--- src/nms_pkg.sv ---
/*
 * Constants, field layouts and types for the NCO group sync block.
 * Assumes an 8-bit register port with 12-bit byte addresses.
 */
package nms_pkg;
    // ****************************************
    // Register offsets
    // ****************************************
    localparam logic [11:0] NMS_OFS_PERIOD_LO = 12'h0C7;
    localparam logic [11:0] NMS_OFS_PERIOD_HI = 12'h0C8;
    localparam logic [11:0] NMS_OFS_SYSREF_MODE = 12'h0CB;
    localparam logic [11:0] NMS_OFS_GROUP_CTRL = 12'h0CC;

    // ****************************************
    // Field positions
    // ****************************************
    localparam int NMS_POS_EXTRA = 4;
    localparam int NMS_POS_TRIG = 2;
    localparam int NMS_POS_ROLE = 0;
    localparam int NMS_POS_PERIOD_EN = 4;
    localparam int NMS_POS_RX_MODE = 2;
    localparam int NMS_POS_TX_MODE = 0;

    // ****************************************
    // Reset values
    // ****************************************
    localparam logic [3:0] NMS_RST_EXTRA = 4'h0;
    localparam logic [1:0] NMS_RST_TRIG = 2'h1;
    localparam logic [1:0] NMS_RST_ROLE = 2'h0;
    localparam logic [1:0] NMS_RST_RX_MODE = 2'h1;
    localparam logic [1:0] NMS_RST_TX_MODE = 2'h1;
    localparam logic [3:0] NMS_RST_SYSREF_RSVD = 4'h1;
    localparam logic [10:0] NMS_RST_PERIOD = 11'h180;
    localparam logic NMS_RST_PERIOD_EN = 1'b0;

    // ****************************************
    // Encodings
    // ****************************************
    localparam logic [1:0] NMS_ROLE_MASTER = 2'h1;
    localparam logic [1:0] NMS_ROLE_SLAVE = 2'h2;
    localparam logic [1:0] NMS_SRC_SYSREF = 2'h0;
    localparam logic [1:0] NMS_SRC_LMFC_RISE = 2'h1;
    localparam logic [1:0] NMS_SRC_LMFC_FALL = 2'h2;

    // ****************************************
    // Types
    // ****************************************
    typedef struct packed {
        logic [3:0] extra_multiframe_delay_count;
        logic [1:0] group_sync_trigger_select;
        logic [1:0] group_sync_role;
    } nms_ctrl_t;

    typedef struct packed {
        logic [1:0] rx_mode;
        logic [1:0] tx_oscillator_sysref_align_mode;
    } nms_sref_t;

    typedef enum logic [1:0] {
        NMS_IDLE = 2'b01,
        NMS_WAIT = 2'b10
    } nms_state_t;
endpackage : nms_pkg

--- src/nms_edge_sync.sv ---
/*
 * Two-flop synchroniser with rising-edge pulse output.
 * Assumes an asynchronous level input and a synchronous active-high reset.
 */
`timescale 1ns/10ps
`default_nettype none
module nms_edge_sync (
    // Clock and reset
    input wire logic clk_i,
    input wire logic sys_rst_i,
    // Level in, pulse out
    input wire logic async_i,
    output logic rise_o
);
    logic meta;
    logic sync;
    logic last;

    always_ff @(posedge clk_i) begin
        if (sys_rst_i) begin
            meta <= 1'b0;
            sync <= 1'b0;
            last <= 1'b0;
            rise_o <= 1'b0;
        end else begin
            meta <= async_i;
            sync <= meta;
            last <= sync;
            rise_o <= sync & ~last;
        end
    end
endmodule : nms_edge_sync
`default_nettype wire

--- src/nms_group_sync.sv ---
/*
 * NCO group sync control: roles, trigger choice, extra multiframe delay,
 * SYSREF-aligned reset mode and local multiframe clock generation.
 * Assumes the clock runs at the converter rate divided by four and that
 * sysref_i and group_sync_in_i come from pins.
 */
// Behaviour
// - A master adds a 4-bit count, reset 0, of extra multiframes.
// - Only a master on a multiframe edge trigger uses the extra count.
// - Master trigger is SYSREF 00, rise 01 or fall 10, resetting to 01.
// - Role: off 00 or 11, master 01, slave 10; resets to off.
// - Neither master nor slave: SYSREF resets at once 00, next rise 01, next fall 10.
// - The multiframe period may come from an 11-bit software value.
`timescale 1ns/10ps
`default_nettype none
module nms_group_sync (
    // Clock and reset
    input wire logic clk_i,
    input wire logic sys_rst_i,
    // Register port
    input wire logic [11:0] reg_addr_i,
    input wire logic reg_wr_i,
    input wire logic reg_rd_i,
    input wire logic [7:0] reg_wdata_i,
    output logic [7:0] reg_rdata_o,
    // Timing inputs
    input wire logic sysref_i,
    input wire logic [10:0] link_multiframe_period_i,
    // Group sync link
    input wire logic group_sync_in_i,
    output logic group_sync_out_o,
    // Outputs to datapath
    output logic multiframe_clk_o,
    output logic nco_reset_o
);
    import nms_pkg::*;

    // ****************************************
    // Registers
    // ****************************************
    nms_ctrl_t nco_group_sync_control;
    nms_sref_t sref_mode;
    logic [10:0] software_multiframe_period;
    logic period_sel_sw;

    wire at_lo = (reg_addr_i == NMS_OFS_PERIOD_LO);
    wire at_hi = (reg_addr_i == NMS_OFS_PERIOD_HI);
    wire at_sr = (reg_addr_i == NMS_OFS_SYSREF_MODE);
    wire at_ctl = (reg_addr_i == NMS_OFS_GROUP_CTRL);
    wire wr_lo = reg_wr_i && at_lo;
    wire wr_hi = reg_wr_i && at_hi;
    wire wr_sr = reg_wr_i && at_sr;
    wire wr_ctl = reg_wr_i && at_ctl;

    always_ff @(posedge clk_i) begin
        if (sys_rst_i) begin
            nco_group_sync_control <= {NMS_RST_EXTRA, NMS_RST_TRIG,
                                       NMS_RST_ROLE};
            sref_mode <= {NMS_RST_RX_MODE, NMS_RST_TX_MODE};
            software_multiframe_period <= NMS_RST_PERIOD;
            period_sel_sw <= NMS_RST_PERIOD_EN;
        end else begin
            if (wr_ctl) begin
                nco_group_sync_control <= reg_wdata_i;
            end
            if (wr_sr) begin
                sref_mode <= reg_wdata_i[3:0];
            end
            if (wr_lo) begin
                software_multiframe_period[7:0] <= reg_wdata_i;
            end
            if (wr_hi) begin
                software_multiframe_period[10:8] <= reg_wdata_i[2:0];
                period_sel_sw <= reg_wdata_i[NMS_POS_PERIOD_EN];
            end
        end
    end

    wire [7:0] rd_hi = {3'h0, period_sel_sw, 1'b0,
                        software_multiframe_period[10:8]};
    wire [7:0] rd_sr = {NMS_RST_SYSREF_RSVD, sref_mode};
    wire [7:0] next_rdata =
        at_lo ? software_multiframe_period[7:0] :
        at_hi ? rd_hi :
        at_sr ? rd_sr :
        at_ctl ? nco_group_sync_control :
        8'h00;

    always_ff @(posedge clk_i) begin
        if (sys_rst_i) begin
            reg_rdata_o <= 8'h00;
        end else if (reg_rd_i) begin
            reg_rdata_o <= next_rdata;
        end
    end

    // ****************************************
    // Pin synchronisers
    // ****************************************
    logic sysref_rise;
    logic sync_in_rise;

    nms_edge_sync u_sysref_sync (
        .clk_i(clk_i),
        .sys_rst_i(sys_rst_i),
        .async_i(sysref_i),
        .rise_o(sysref_rise)
    );

    nms_edge_sync u_group_in_sync (
        .clk_i(clk_i),
        .sys_rst_i(sys_rst_i),
        .async_i(group_sync_in_i),
        .rise_o(sync_in_rise)
    );

    // ****************************************
    // Multiframe clock
    // ****************************************
    logic [10:0] mf_count;
    logic mf_rise;
    logic mf_fall;

    wire [10:0] mf_period = period_sel_sw
        ? software_multiframe_period
        : link_multiframe_period_i;
    wire [10:0] mf_up = mf_count + 11'h001;
    wire mf_wrap = mf_up >= mf_period;
    wire [10:0] next_mf_count = mf_wrap ? 11'h000 : mf_up;
    wire [10:0] mf_half = mf_period >> 1;

    always_ff @(posedge clk_i) begin
        if (sys_rst_i) begin
            mf_count <= 11'h000;
            mf_rise <= 1'b0;
            mf_fall <= 1'b0;
            multiframe_clk_o <= 1'b0;
        end else begin
            mf_count <= next_mf_count;
            mf_rise <= (next_mf_count == 11'h000);
            mf_fall <= (next_mf_count == mf_half);
            multiframe_clk_o <= (next_mf_count < mf_half);
        end
    end

    // ****************************************
    // Trigger selection
    // ****************************************
    wire [1:0] role = nco_group_sync_control.group_sync_role;
    wire is_master = (role == NMS_ROLE_MASTER);
    wire is_slave = (role == NMS_ROLE_SLAVE);
    wire [1:0] edge_code = is_master
        ? nco_group_sync_control.group_sync_trigger_select
        : sref_mode.tx_oscillator_sysref_align_mode;
    wire fire_now = (edge_code == NMS_SRC_SYSREF);
    wire edge_valid = fire_now || (edge_code == NMS_SRC_LMFC_RISE)
                      || (edge_code == NMS_SRC_LMFC_FALL);
    wire sel_edge = (edge_code == NMS_SRC_LMFC_RISE) ? mf_rise
                    : mf_fall;
    wire [3:0] extra_load = (is_master && !fire_now)
        ? nco_group_sync_control.extra_multiframe_delay_count
        : 4'h0;

    // ****************************************
    // Reset sequencer
    // ****************************************
    nms_state_t state;
    nms_state_t next_state;
    logic [3:0] remain;
    logic [3:0] next_remain;
    logic fire;

    always_comb begin
        next_state = state;
        next_remain = remain;
        fire = 1'b0;
        unique case (state)
            NMS_IDLE: begin
                if (is_slave) begin
                    fire = sync_in_rise;
                end else if (sysref_rise && edge_valid) begin
                    if (fire_now) begin
                        fire = 1'b1;
                    end else begin
                        next_state = NMS_WAIT;
                        next_remain = extra_load;
                    end
                end
            end
            NMS_WAIT: begin
                if (is_slave || !edge_valid || fire_now) begin
                    next_state = NMS_IDLE;
                end else if (sel_edge) begin
                    if (remain == 4'h0) begin
                        fire = 1'b1;
                        next_state = NMS_IDLE;
                    end else begin
                        next_remain = remain - 4'h1;
                    end
                end
            end
            default: begin
                next_state = NMS_IDLE;
            end
        endcase
    end

    always_ff @(posedge clk_i) begin
        if (sys_rst_i) begin
            state <= NMS_IDLE;
            remain <= 4'h0;
            nco_reset_o <= 1'b0;
            group_sync_out_o <= 1'b0;
        end else begin
            state <= next_state;
            remain <= next_remain;
            nco_reset_o <= fire;
            group_sync_out_o <= fire && is_master;
        end
    end
endmodule : nms_group_sync
`default_nettype wire

--- config.mk ---
export PLATFORM = sky130hd
export DESIGN_NAME = nms_group_sync
export DESIGN_NICKNAME = d
export VERILOG_FILES = /design/src/nms_pkg.sv /design/src/nms_edge_sync.sv /design/src/nms_group_sync.sv
export SDC_FILE = /design/constraint.sdc
export NUM_CORES = 1
export LEC_CHECK = 0
export BUFFER_PORTS_ARGS = -buffer_cell sky130_fd_sc_hd__buf_2
export CAP_MARGIN = 15
export CORE_ASPECT_RATIO = 1.4
export CORE_UTILIZATION = 47
export DETAILED_ROUTE_END_ITERATION = 6
export PLACE_DENSITY = 0.71
export RECOVER_POWER = 50
export SLEW_MARGIN = 20
export SYNTH_ARGS = -nofsm -noshare
export SYNTH_HDL_FRONTEND = slang
export SYNTH_HIERARCHICAL = 1
export SYNTH_SLANG_ARGS = --single-unit
--- constraint.sdc ---
create_clock -name clk_i -period 4.1 [get_ports clk_i]
set_clock_uncertainty 0.2 [all_clocks]
set_input_delay 0.41 -clock clk_i [delete_from_list [all_inputs] [get_ports clk_i]]
set_output_delay 0.41 -clock clk_i [all_outputs]
set_load 0.02 [all_outputs]
Word level (Yosys, flattened, before mapping) --
Cells that the tools add are included.
Word-level totals: input port bits 37, register bits after elaboration 62, logic and storage cells 101, output and inout bits 11
Cells by class: reduce and logical (&&, ||, !) cells 19, add/subtract/negate cells 2, muxes and demuxes 30, equal/unequal tests 19, bitwise logic cells 4, magnitude comparators 2
Operators by type and width (number):
- 12-bit by 8-bit equality test with 1-bit output (second input constant) | 4
- 8-bit 2-to-1 mux | 4
- 4-bit 2-to-1 mux | 7
- 11-bit 2-to-1 mux | 2
- 2-bit 2-to-1 mux | 7
- 2-bit != test (second input constant) | 6
- 11-bit by 1-bit adder with 11-bit output (second input constant) | 1
- 11-bit by 10-bit equality test with 1-bit output | 1
- 11-bit greater-or-equal comparator | 1
- 11-bit zero test | 1
- 11-bit by 10-bit < comparator with 1-bit output | 1
- 4-bit one-hot mux with 2 select lines | 1
- 1-bit logical AND | 7
- 1-bit 2-to-1 mux | 7
- 7-bit AND reduction | 1
- 2-bit by 1-bit equality test with 1-bit output (second input constant) | 3
- 2-bit equality test (second input constant) | 3
- 3-bit != test (second input constant) | 2
- 5-bit AND reduction | 1
- 4-bit zero test | 1
- 1-bit logical OR | 4
- 2-bit one-hot mux with 2 select lines | 1
- 4-bit by 1-bit subtractor with 4-bit output (second input constant) | 1
- 1-bit AND | 2
- 5 further kinds | 7

Depth between registers and ports, before layout --
Gate-level depths: netlist of the first run.
depth in word-level cells 11, depth in mapped cells 19, depth with buffers taken out 18

Modules after synthesis --
Netlist of the first run, hierarchy kept.
Modules (own cells, without submodules):
- nms_group_sync | times used 1, sequential area each 1081.0 um^2, cells an instance 369, area each 3214.3 um^2
- nms_edge_sync | times used 2, sequential area each 80.1 um^2, cells an instance 8, area each 111.4 um^2

Worst setup path after synthesis of the first run --
OpenSTA, ideal clock, no wires.
path type reg-to-reg, from register mf_count[0], to register multiframe_clk_o, path slack 0.291 ns, library setup time 0.091 ns, data required time 3.809 ns, path buffers 1, data arrival time 3.517 ns, period minus slack after synthesis 3.809 ns, stages on the path, launching flop included 20, cells stage by stage dfxtp_1 -> ha_1 -> inv_1 -> nor2_1 -> and2_1 -> xnor2_1 -> inv_1 -> ha_1 -> and4_1 -> o21ai_0 -> o221a_2 -> o21ai_0 -> clkbuf_1 -> nor2_1 -> ha_1 -> nor2b_1 -> o21a_1 -> o21ai_0 -> a211oi_1 -> nor4bb_1
On the way: word-level cells in the longest chain between the ends 4
RTL lines:
- from (decl) | line nms_group_sync.sv:120 | logic [10:0] mf_count;
- from (signal assigned) | line nms_group_sync.sv:139 | mf_count <= next_mf_count;
- 11-bit by 1-bit adder with 11-bit output * | line nms_group_sync.sv:127 | wire [10:0] mf_up = mf_count + 11'h001;
- 11-bit greater-or-equal comparator | line nms_group_sync.sv:128 | wire mf_wrap = mf_up >= mf_period;
- 11-bit 2-to-1 mux * | line nms_group_sync.sv:129 | wire [10:0] next_mf_count = mf_wrap ? 11'h000 : mf_up;
- named net next_mf_count[1] | line nms_group_sync.sv:129
- 11-bit by 10-bit < comparator with 1-bit output * | line nms_group_sync.sv:142 | multiframe_clk_o <= (next_mf_count < mf_half);
- to (signal assigned) | line nms_group_sync.sv:142
- to (decl) | line nms_group_sync.sv:33 | output logic multiframe_clk_o,
Mark *: on every way through the listed nets, which the timed path passes. The rest lies on a longest branch. A chain may end at the register's enable or synchronous reset.

Final worst setup path of the first run --
Ends and elaborated chain as after synthesis.

==> flow_metrics.tcl, run 1 <==
set metrics [dict create \
    cp_top_family "simple AND/OR/NAND/NOR gates" \
    worstMarginPinSlew_ns 1.40 \
    cp-start-kind "flop" \
    dp_hpwl_mm 6.15 \
    synth_cell_type_count 59 \
    fmax_mhz 266 \
    grt_use_met3_pct 4.94 \
    antenna_found_initial 0 \
    crit_chain "ha_1 > inv_1 > nor2_1 > and2_1 > xnor2_1 > inv_1 > ha_1 > and4_1 > o21ai_0 > o221a_2 > o21ai_1 > buf_4 > nor2_1 > ha_1 > nor2b_1 > o21a_1 > o21ai_0 > a211oi_1 > nor4bb_1" \
    crit_arrival_ns 3.82 \
    ant_nets 0 \
    tns_ns 0 \
    fin_crit_sh_pct 91.5 \
    drc_errors 0 \
    relSlewSlack_pct 5.51 \
    max-clock-path-buffers 2 \
    io_pins 48 \
    cts_resized 0 \
    use_met1_pct 24.9 \
    place_area_um2 3780 \
    ys.flop_type "dfxtp_1" \
    layout_min_cycle_time_ns 3.75 \
    yosys_warnings 6 \
    synth_seq_area_share_pct 36.1 \
    vias_per_cell 5.42 \
    start_util_pct 48.9 \
    synth_edf_count 0 \
    drv_cap 0 \
    min_path_type "in2reg" \
    cts_root_buffer "clkbuf_8" \
    vdd_drop_max_mv 0.208 \
    syn_area_per_cell_um2 8.93 \
    design.die.area_um2 7660 \
    io_buffer_count 47 \
    drtIter0Drc 118 \
    hold_buffers 0 \
    num_vias 2912 \
    wl_per_cell_um 15.1 \
    final_cell_mix "nor2_1, dfxtp_1, buf_2" \
    rsz0062_at_grt "no" \
    crit_top_cell "ha_1" \
    p_leak_nw 1.82 \
    hold_depth 2 \
    clock_latency_ns 0.36 \
    synth-seq-cells 62 \
    clk_pin_slew_ns 0.07 \
    area_delta_synth_final_pct 14.8 \
    cp.required_ns 4.17 \
    worst_slack_ns 0.348 \
    instances_no_fill 537 \
    reg2reg_depth 19 \
    drive_gt1_share_pct 15.6 \
    utilization_pct 56.1 \
    die_w_um 74.3 \
    grt_pass1_vias 2817 \
    h-tree-depth 3 \
    routed_wl_mm 8.10 \
    path_max_fanout 7 \
    finalSetupViolations 0 \
    top_usage_layer "met2" \
    hold_viol_final 0 \
    placed_cells 521 \
    finish.instance_area_um2 3950 \
    drv_slew 0 \
    cts.sinks 62 \
    syn_inst 385 \
    die_y_um 103 \
    synthesis.area_um2 3440 \
    routabilityCongestion 0.919 \
    final_common_cell "nor2_1" \
    core_area_um2 7030 \
    crit_path_end_kind "flop" \
    critPathKind "reg2reg" \
    slowest_stage "dfxtp_2" \
    grt_pass1_wl_mm 12.9 \
    nets 500 \
    pwr_density_cell_nw_per_um2 383 \
    antenna_cells 0 \
    grtUsageMet2_pct 39.9 \
    async_reset_ff_share_pct 0 \
    cpPeakStageDelay_ns 0.38 \
    cp.depth 19 \
    cts_made_buffers 9 \
    num_rows 36 \
    firstDrtPassIters 4 \
    grt_overflow_total 0 \
    cts_tree "done" \
    place_ws_ns 0.201 \
    path_buf_inv 3 \
    post_cts.repair.setup_buffers 0 \
    grt_max_degree 29 \
    syn_nets 448 \
    p_total_mw 1.51 \
    outcome "complete, no violations" \
    grt_usage_pct 22.5 \
    hold_ws_ns 0.0673 \
]
-- cells in the mapped netlist (4+ instances only) --
master / count / area [µm²]
nor3_1: 6 / 30.0
clkbuf_1: 8 / 30.0
and3_1: 4 / 25.0
a22o_1: 4 / 35.0
and2_1: 4 / 25.0
inv_1: 24 / 90.1
xnor2_1: 9 / 78.8
nand2b_1: 9 / 56.3
a311oi_1: 4 / 35.0
ha_1: 26 / 325
nor2_1: 62 / 233
a211o_1: 6 / 52.6
nand4_1: 5 / 31.3
a21o_1: 4 / 30.0
mux2i_1: 27 / 270
o21ai_0: 6 / 30.0
nor2b_1: 19 / 119
xor2_1: 6 / 52.6
dfxtp_1: 62 / 1240
nand2_1: 9 / 33.8
nand3_1: 7 / 35.0
a21oi_1: 23 / 115
-- worst register-to-register path, cell delays in order, from the launching register on --
cell,delay (ns)
dfxtp_2,0.38
ha_1,0.22
inv_1,0.05
nor2_1,0.16
and2_1,0.20
xnor2_1,0.19
inv_1,0.08
ha_1,0.29
and4_1,0.18
o21ai_0,0.07
o221a_2,0.24
o21ai_1,0.15
buf_4,0.16
nor2_1,0.05
ha_1,0.29
nor2b_1,0.13
o21a_1,0.16
o21ai_0,0.14
a211oi_1,0.09
nor4bb_1,0.23
-- sequential cells by signal, indices dropped and copies added (netlist names), 2 cells and up --
name,flops
reg_rdata_o,8
state,2
rd_sr,4
role,2
nco_group_sync_control,6
remain,4
mf_count,11
software_multiframe_period,11
-- path summary, 6_finish.rpt --
check | from | end | slack (ns)
hold / removal | group_sync_in_i | u_group_in_sync/meta$_SDFF_PP0_ | 0.07
hold reg to reg | u_sysref_sync/last$_SDFF_PP0_ | u_sysref_sync/rise_o$_SDFF_PP0_ | 0.20
setup reg to reg | mf_count[0]$_SDFF_PP0_ | multiframe_clk_o$_SDFF_PP0_ | 0.35
setup / recovery | mf_count[0]$_SDFF_PP0_ | multiframe_clk_o$_SDFF_PP0_ | 0.35
-- final cells by class --
type / count / area, µm²
fill: 691 / 3080
tap: 95 / 119
timing repair buffer: 52 / 258
inverter: 24 / 90.1
clock buffer: 9 / 124
clock inverter: 7 / 88.8
sequential: 62 / 1240
multi-input combinational: 288 / 2020
-- routing by layer --
metal | share of wire [%] | wire length, µm
met1 | 42 | 3400
met2 | 51 | 4120
met3 | 4.1 | 330
met4 | 3.0 | 245
met5 | 0 | 0
-- report_power, final --
| part | switching (mW) | internal [mW] |
|---|---|---|
| sequential | 0.0202 | 0.630 |
| combinational | 0.155 | 0.114 |
| clock | 0.251 | 0.339 |
| total | 0.426 | 1.08 |
-- cells by family (layout without fill, tap and decap cells) --
logic type                 Yosys count  in the layout  synth area share, %
xor gates and xnor gates            15             15                 3.82
muxes                               29             29                 8.52
and+or+nand+nor                    145            145                 23.1
adders and majority gates           26             26                 9.46
AOI/OAI and AO/OA                   73             73                 14.9
buffers and inverters               35             92                 4.08
DFF                                 62             62                 36.1
Power figures use the tool's default switching activity.
==> run 2, diff against run 1 <==
- clock period: 4.1 -> 3.6 ns (I/O delays scaled with it)
==> run 2 against run 1 <==
  * Register-to-register slack worse by 0.33 ns
  * Non-clock buffer count is 8 higher
  * Global-route usage is 0.49 points lower
  * Total power is 5.6% higher
  * Critical path type unchanged
==> flow_metrics.tcl, run 2 (same netlist as run 1, synthesis figures left out) <==
set metrics [dict create \
    reg_top3 "mf_count (11), software_multiframe_period (11), reg_rdata_o (8)" \
    grt_max_degree 55 \
    routed_wl_mm 7.97 \
    cts_made_buffers 9 \
    drv_slew 0 \
    placed_cells 528 \
    antenna_found_initial 0 \
    cpPeakStageDelay_ns 0.34 \
    hold_ws_ns 0.0251 \
    fin_crit_sh_pct 99.5 \
    p_leak_nw 1.90 \
    wl_per_cell_um 14.6 \
    design.die.area_um2 7660 \
    fmax_mhz 279 \
    instances_no_fill 545 \
    rr_endpoint "multiframe_clk_o$_SDFF_PP0_" \
    ant_nets 0 \
    outcome "complete, no violations" \
    dp_hpwl_mm 6.00 \
    core_area_um2 7030 \
    drv_cap 0 \
    whs_endpoint "u_sysref_sync/meta$_SDFF_PP0_" \
    grt_usage_pct 22.0 \
    cts_tree "done" \
    drtIter0Drc 244 \
    grt_pass1_vias 2722 \
    cp.required_ns 3.65 \
    grt_overflow_total 0 \
    vdd_drop_max_mv 0.245 \
    cts_root_buffer "clkbuf_8" \
    hold_buffers 0 \
    clock_latency_ns 0.35 \
    num_vias 2915 \
    worstMarginPinSlew_ns 0.971 \
    path_max_fanout 5 \
    cp-startpoint "mf_count[1]$_SDFF_PP0_" \
    clk_pin_slew_ns 0.06 \
    min_path_type "in2reg" \
    pwr_density_cell_nw_per_um2 393 \
    die_y_um 103 \
    num_rows 36 \
    critPathKind "reg2reg" \
    reg2reg_depth 19 \
    vias_per_cell 5.35 \
    layout_min_cycle_time_ns 3.58 \
    hold_viol_final 0 \
    io_buffer_count 47 \
    rrSetupSlack_ns 0.02 \
    slowest_stage "dfxtp_2" \
    hp-start "sysref_i" \
    cp-start-kind "flop" \
    routabilityCongestion 0.864 \
    final_common_cell "nor2_1" \
    area_delta_synth_final_pct 18.0 \
    crit_chain "ha_2 > inv_1 > nor2_2 > and2_4 > xnor2_2 > inv_1 > ha_1 > and4_1 > o21ai_0 > o221a_2 > o21ai_2 > buf_4 > nor2_1 > ha_1 > nor2b_1 > o21a_1 > o21ai_2 > a211oi_1 > nor4bb_1" \
    relSlewSlack_pct 35.2 \
    nets 508 \
    drive_gt1_share_pct 22.4 \
    max-clock-path-buffers 2 \
    io_pins 48 \
    firstDrtPassIters 4 \
    crit_arrival_ns 3.63 \
    finalSetupViolations 0 \
    final_cell_mix "nor2_1, dfxtp_1, buf_2" \
    start_util_pct 48.9 \
    fill_cells 645 \
    die_w_um 74.3 \
    cts.sinks 62 \
    rsz0062_at_grt "yes" \
    r2r_start "mf_count[1]$_SDFF_PP0_" \
    h-tree-depth 3 \
    grt_pass1_wl_mm 12.5 \
    crit_path_end_kind "flop" \
    hold_depth 2 \
    drc_errors 0 \
    antenna_cells 0 \
]
[run 2: cell types whose count changed in the layout (fill, tap and decap cells not counted), sizes merged]
| cell | previous run | this run |
|---|---|---|
| clkinvlp | 0 | 1 |
| bufinv | 2 | 0 |
| buf | 40 | 60 |
| clkinv | 5 | 3 |
| clkbuf | 21 | 12 |
[run 2: area by class of cell]
| class | count | area, µm² | area share (%) |
|---|---|---|---|
| clock buffers | 12 | 145 | 3.58 |
| inverters | 24 | 90.1 | 2.22 |
| flip-flops and latches | 62 | 1240 | 30.7 |
| multi-input cells | 288 | 2090 | 51.5 |
| clock inverters | 4 | 22.5 | 0.555 |
| repair buffers | 60 | 345 | 8.51 |
| well taps | 95 | 119 | 2.93 |
[run 2: routing by layer]
metal | vias to the layer above | wire length, µm | GRT usage, %
met5 | - | 0 | 0
met4 | 0 | 180 | 9.72
met3 | 18 | 356 | 5.14
met2 | 74 | 4010 | 39.0
met1 | 1335 | 3420 | 25.0
li1 | 1488 | - | -
[run 2: repair_timing]
| action | in CTS | in global routing |
|---|---|---|
| cloned | 0 | 0 |
| gates resized for setup | 5 | 4 |
| pin swaps | 1 | 1 |
| endpoints found under the setup margin | 2 | 2 |
| setup buffers | 1 | 0 |
[run 2: through the flow]
step	worst slack, ns	area (µm²)	util [%]	total power, mW	setup TNS (ns)
3_3_place_gp	0.00689	3850	54.8	1.05	0
2_1_floorplan	0.0260	3440	-	0.980	0
5_1_grt	-0.179	4060	57.7	1.68	-0.258
4_1_cts	0.0220	4030	57.4	1.61	0
6_report	0.0175	4060	57.7	1.59	0
3_5_place_dp	-0.159	3850	54.8	1.06	-0.180
[run 2: where the power goes]
group / internal, mW / switching, mW
Combinational: 0.134 / 0.182
Sequential: 0.718 / 0.0216
Clock: 0.265 / 0.272
Total: 1.12 / 0.476
[run 2: critical path, delay by kind of cell, from the launching register on]
kind / cells / cell delay (ns)
adder cells (fa/ha/maj): 3 / 0.80
buffers and inverters: 3 / 0.25
AO/OA/AOI/OAI: 6 / 0.81
AND/OR/NAND/NOR: 6 / 0.95
flip-flops: 1 / 0.34
XOR/XNOR: 1 / 0.12
[run 2: worst max-delay path by stage]
| stage | to | slack (ns) | cells past startpoint |
|---|---|---|---|
| 6_report | multiframe_clk_o$_SDFF_PP0_ | 0.02 | 19 |
| 5_1_grt | multiframe_clk_o$_SDFF_PP0_ | -0.18 | 19 |
| 4_1_cts | multiframe_clk_o$_SDFF_PP0_ | 0.02 | 19 |
| 3_5_place_dp | multiframe_clk_o$_SDFF_PP0_ | -0.16 | 19 |
| 3_3_place_gp | multiframe_clk_o$_SDFF_PP0_ | 0.007 | 19 |
| 2_1_floorplan | multiframe_clk_o$_SDFF_PP0_ | 0.03 | 19 |
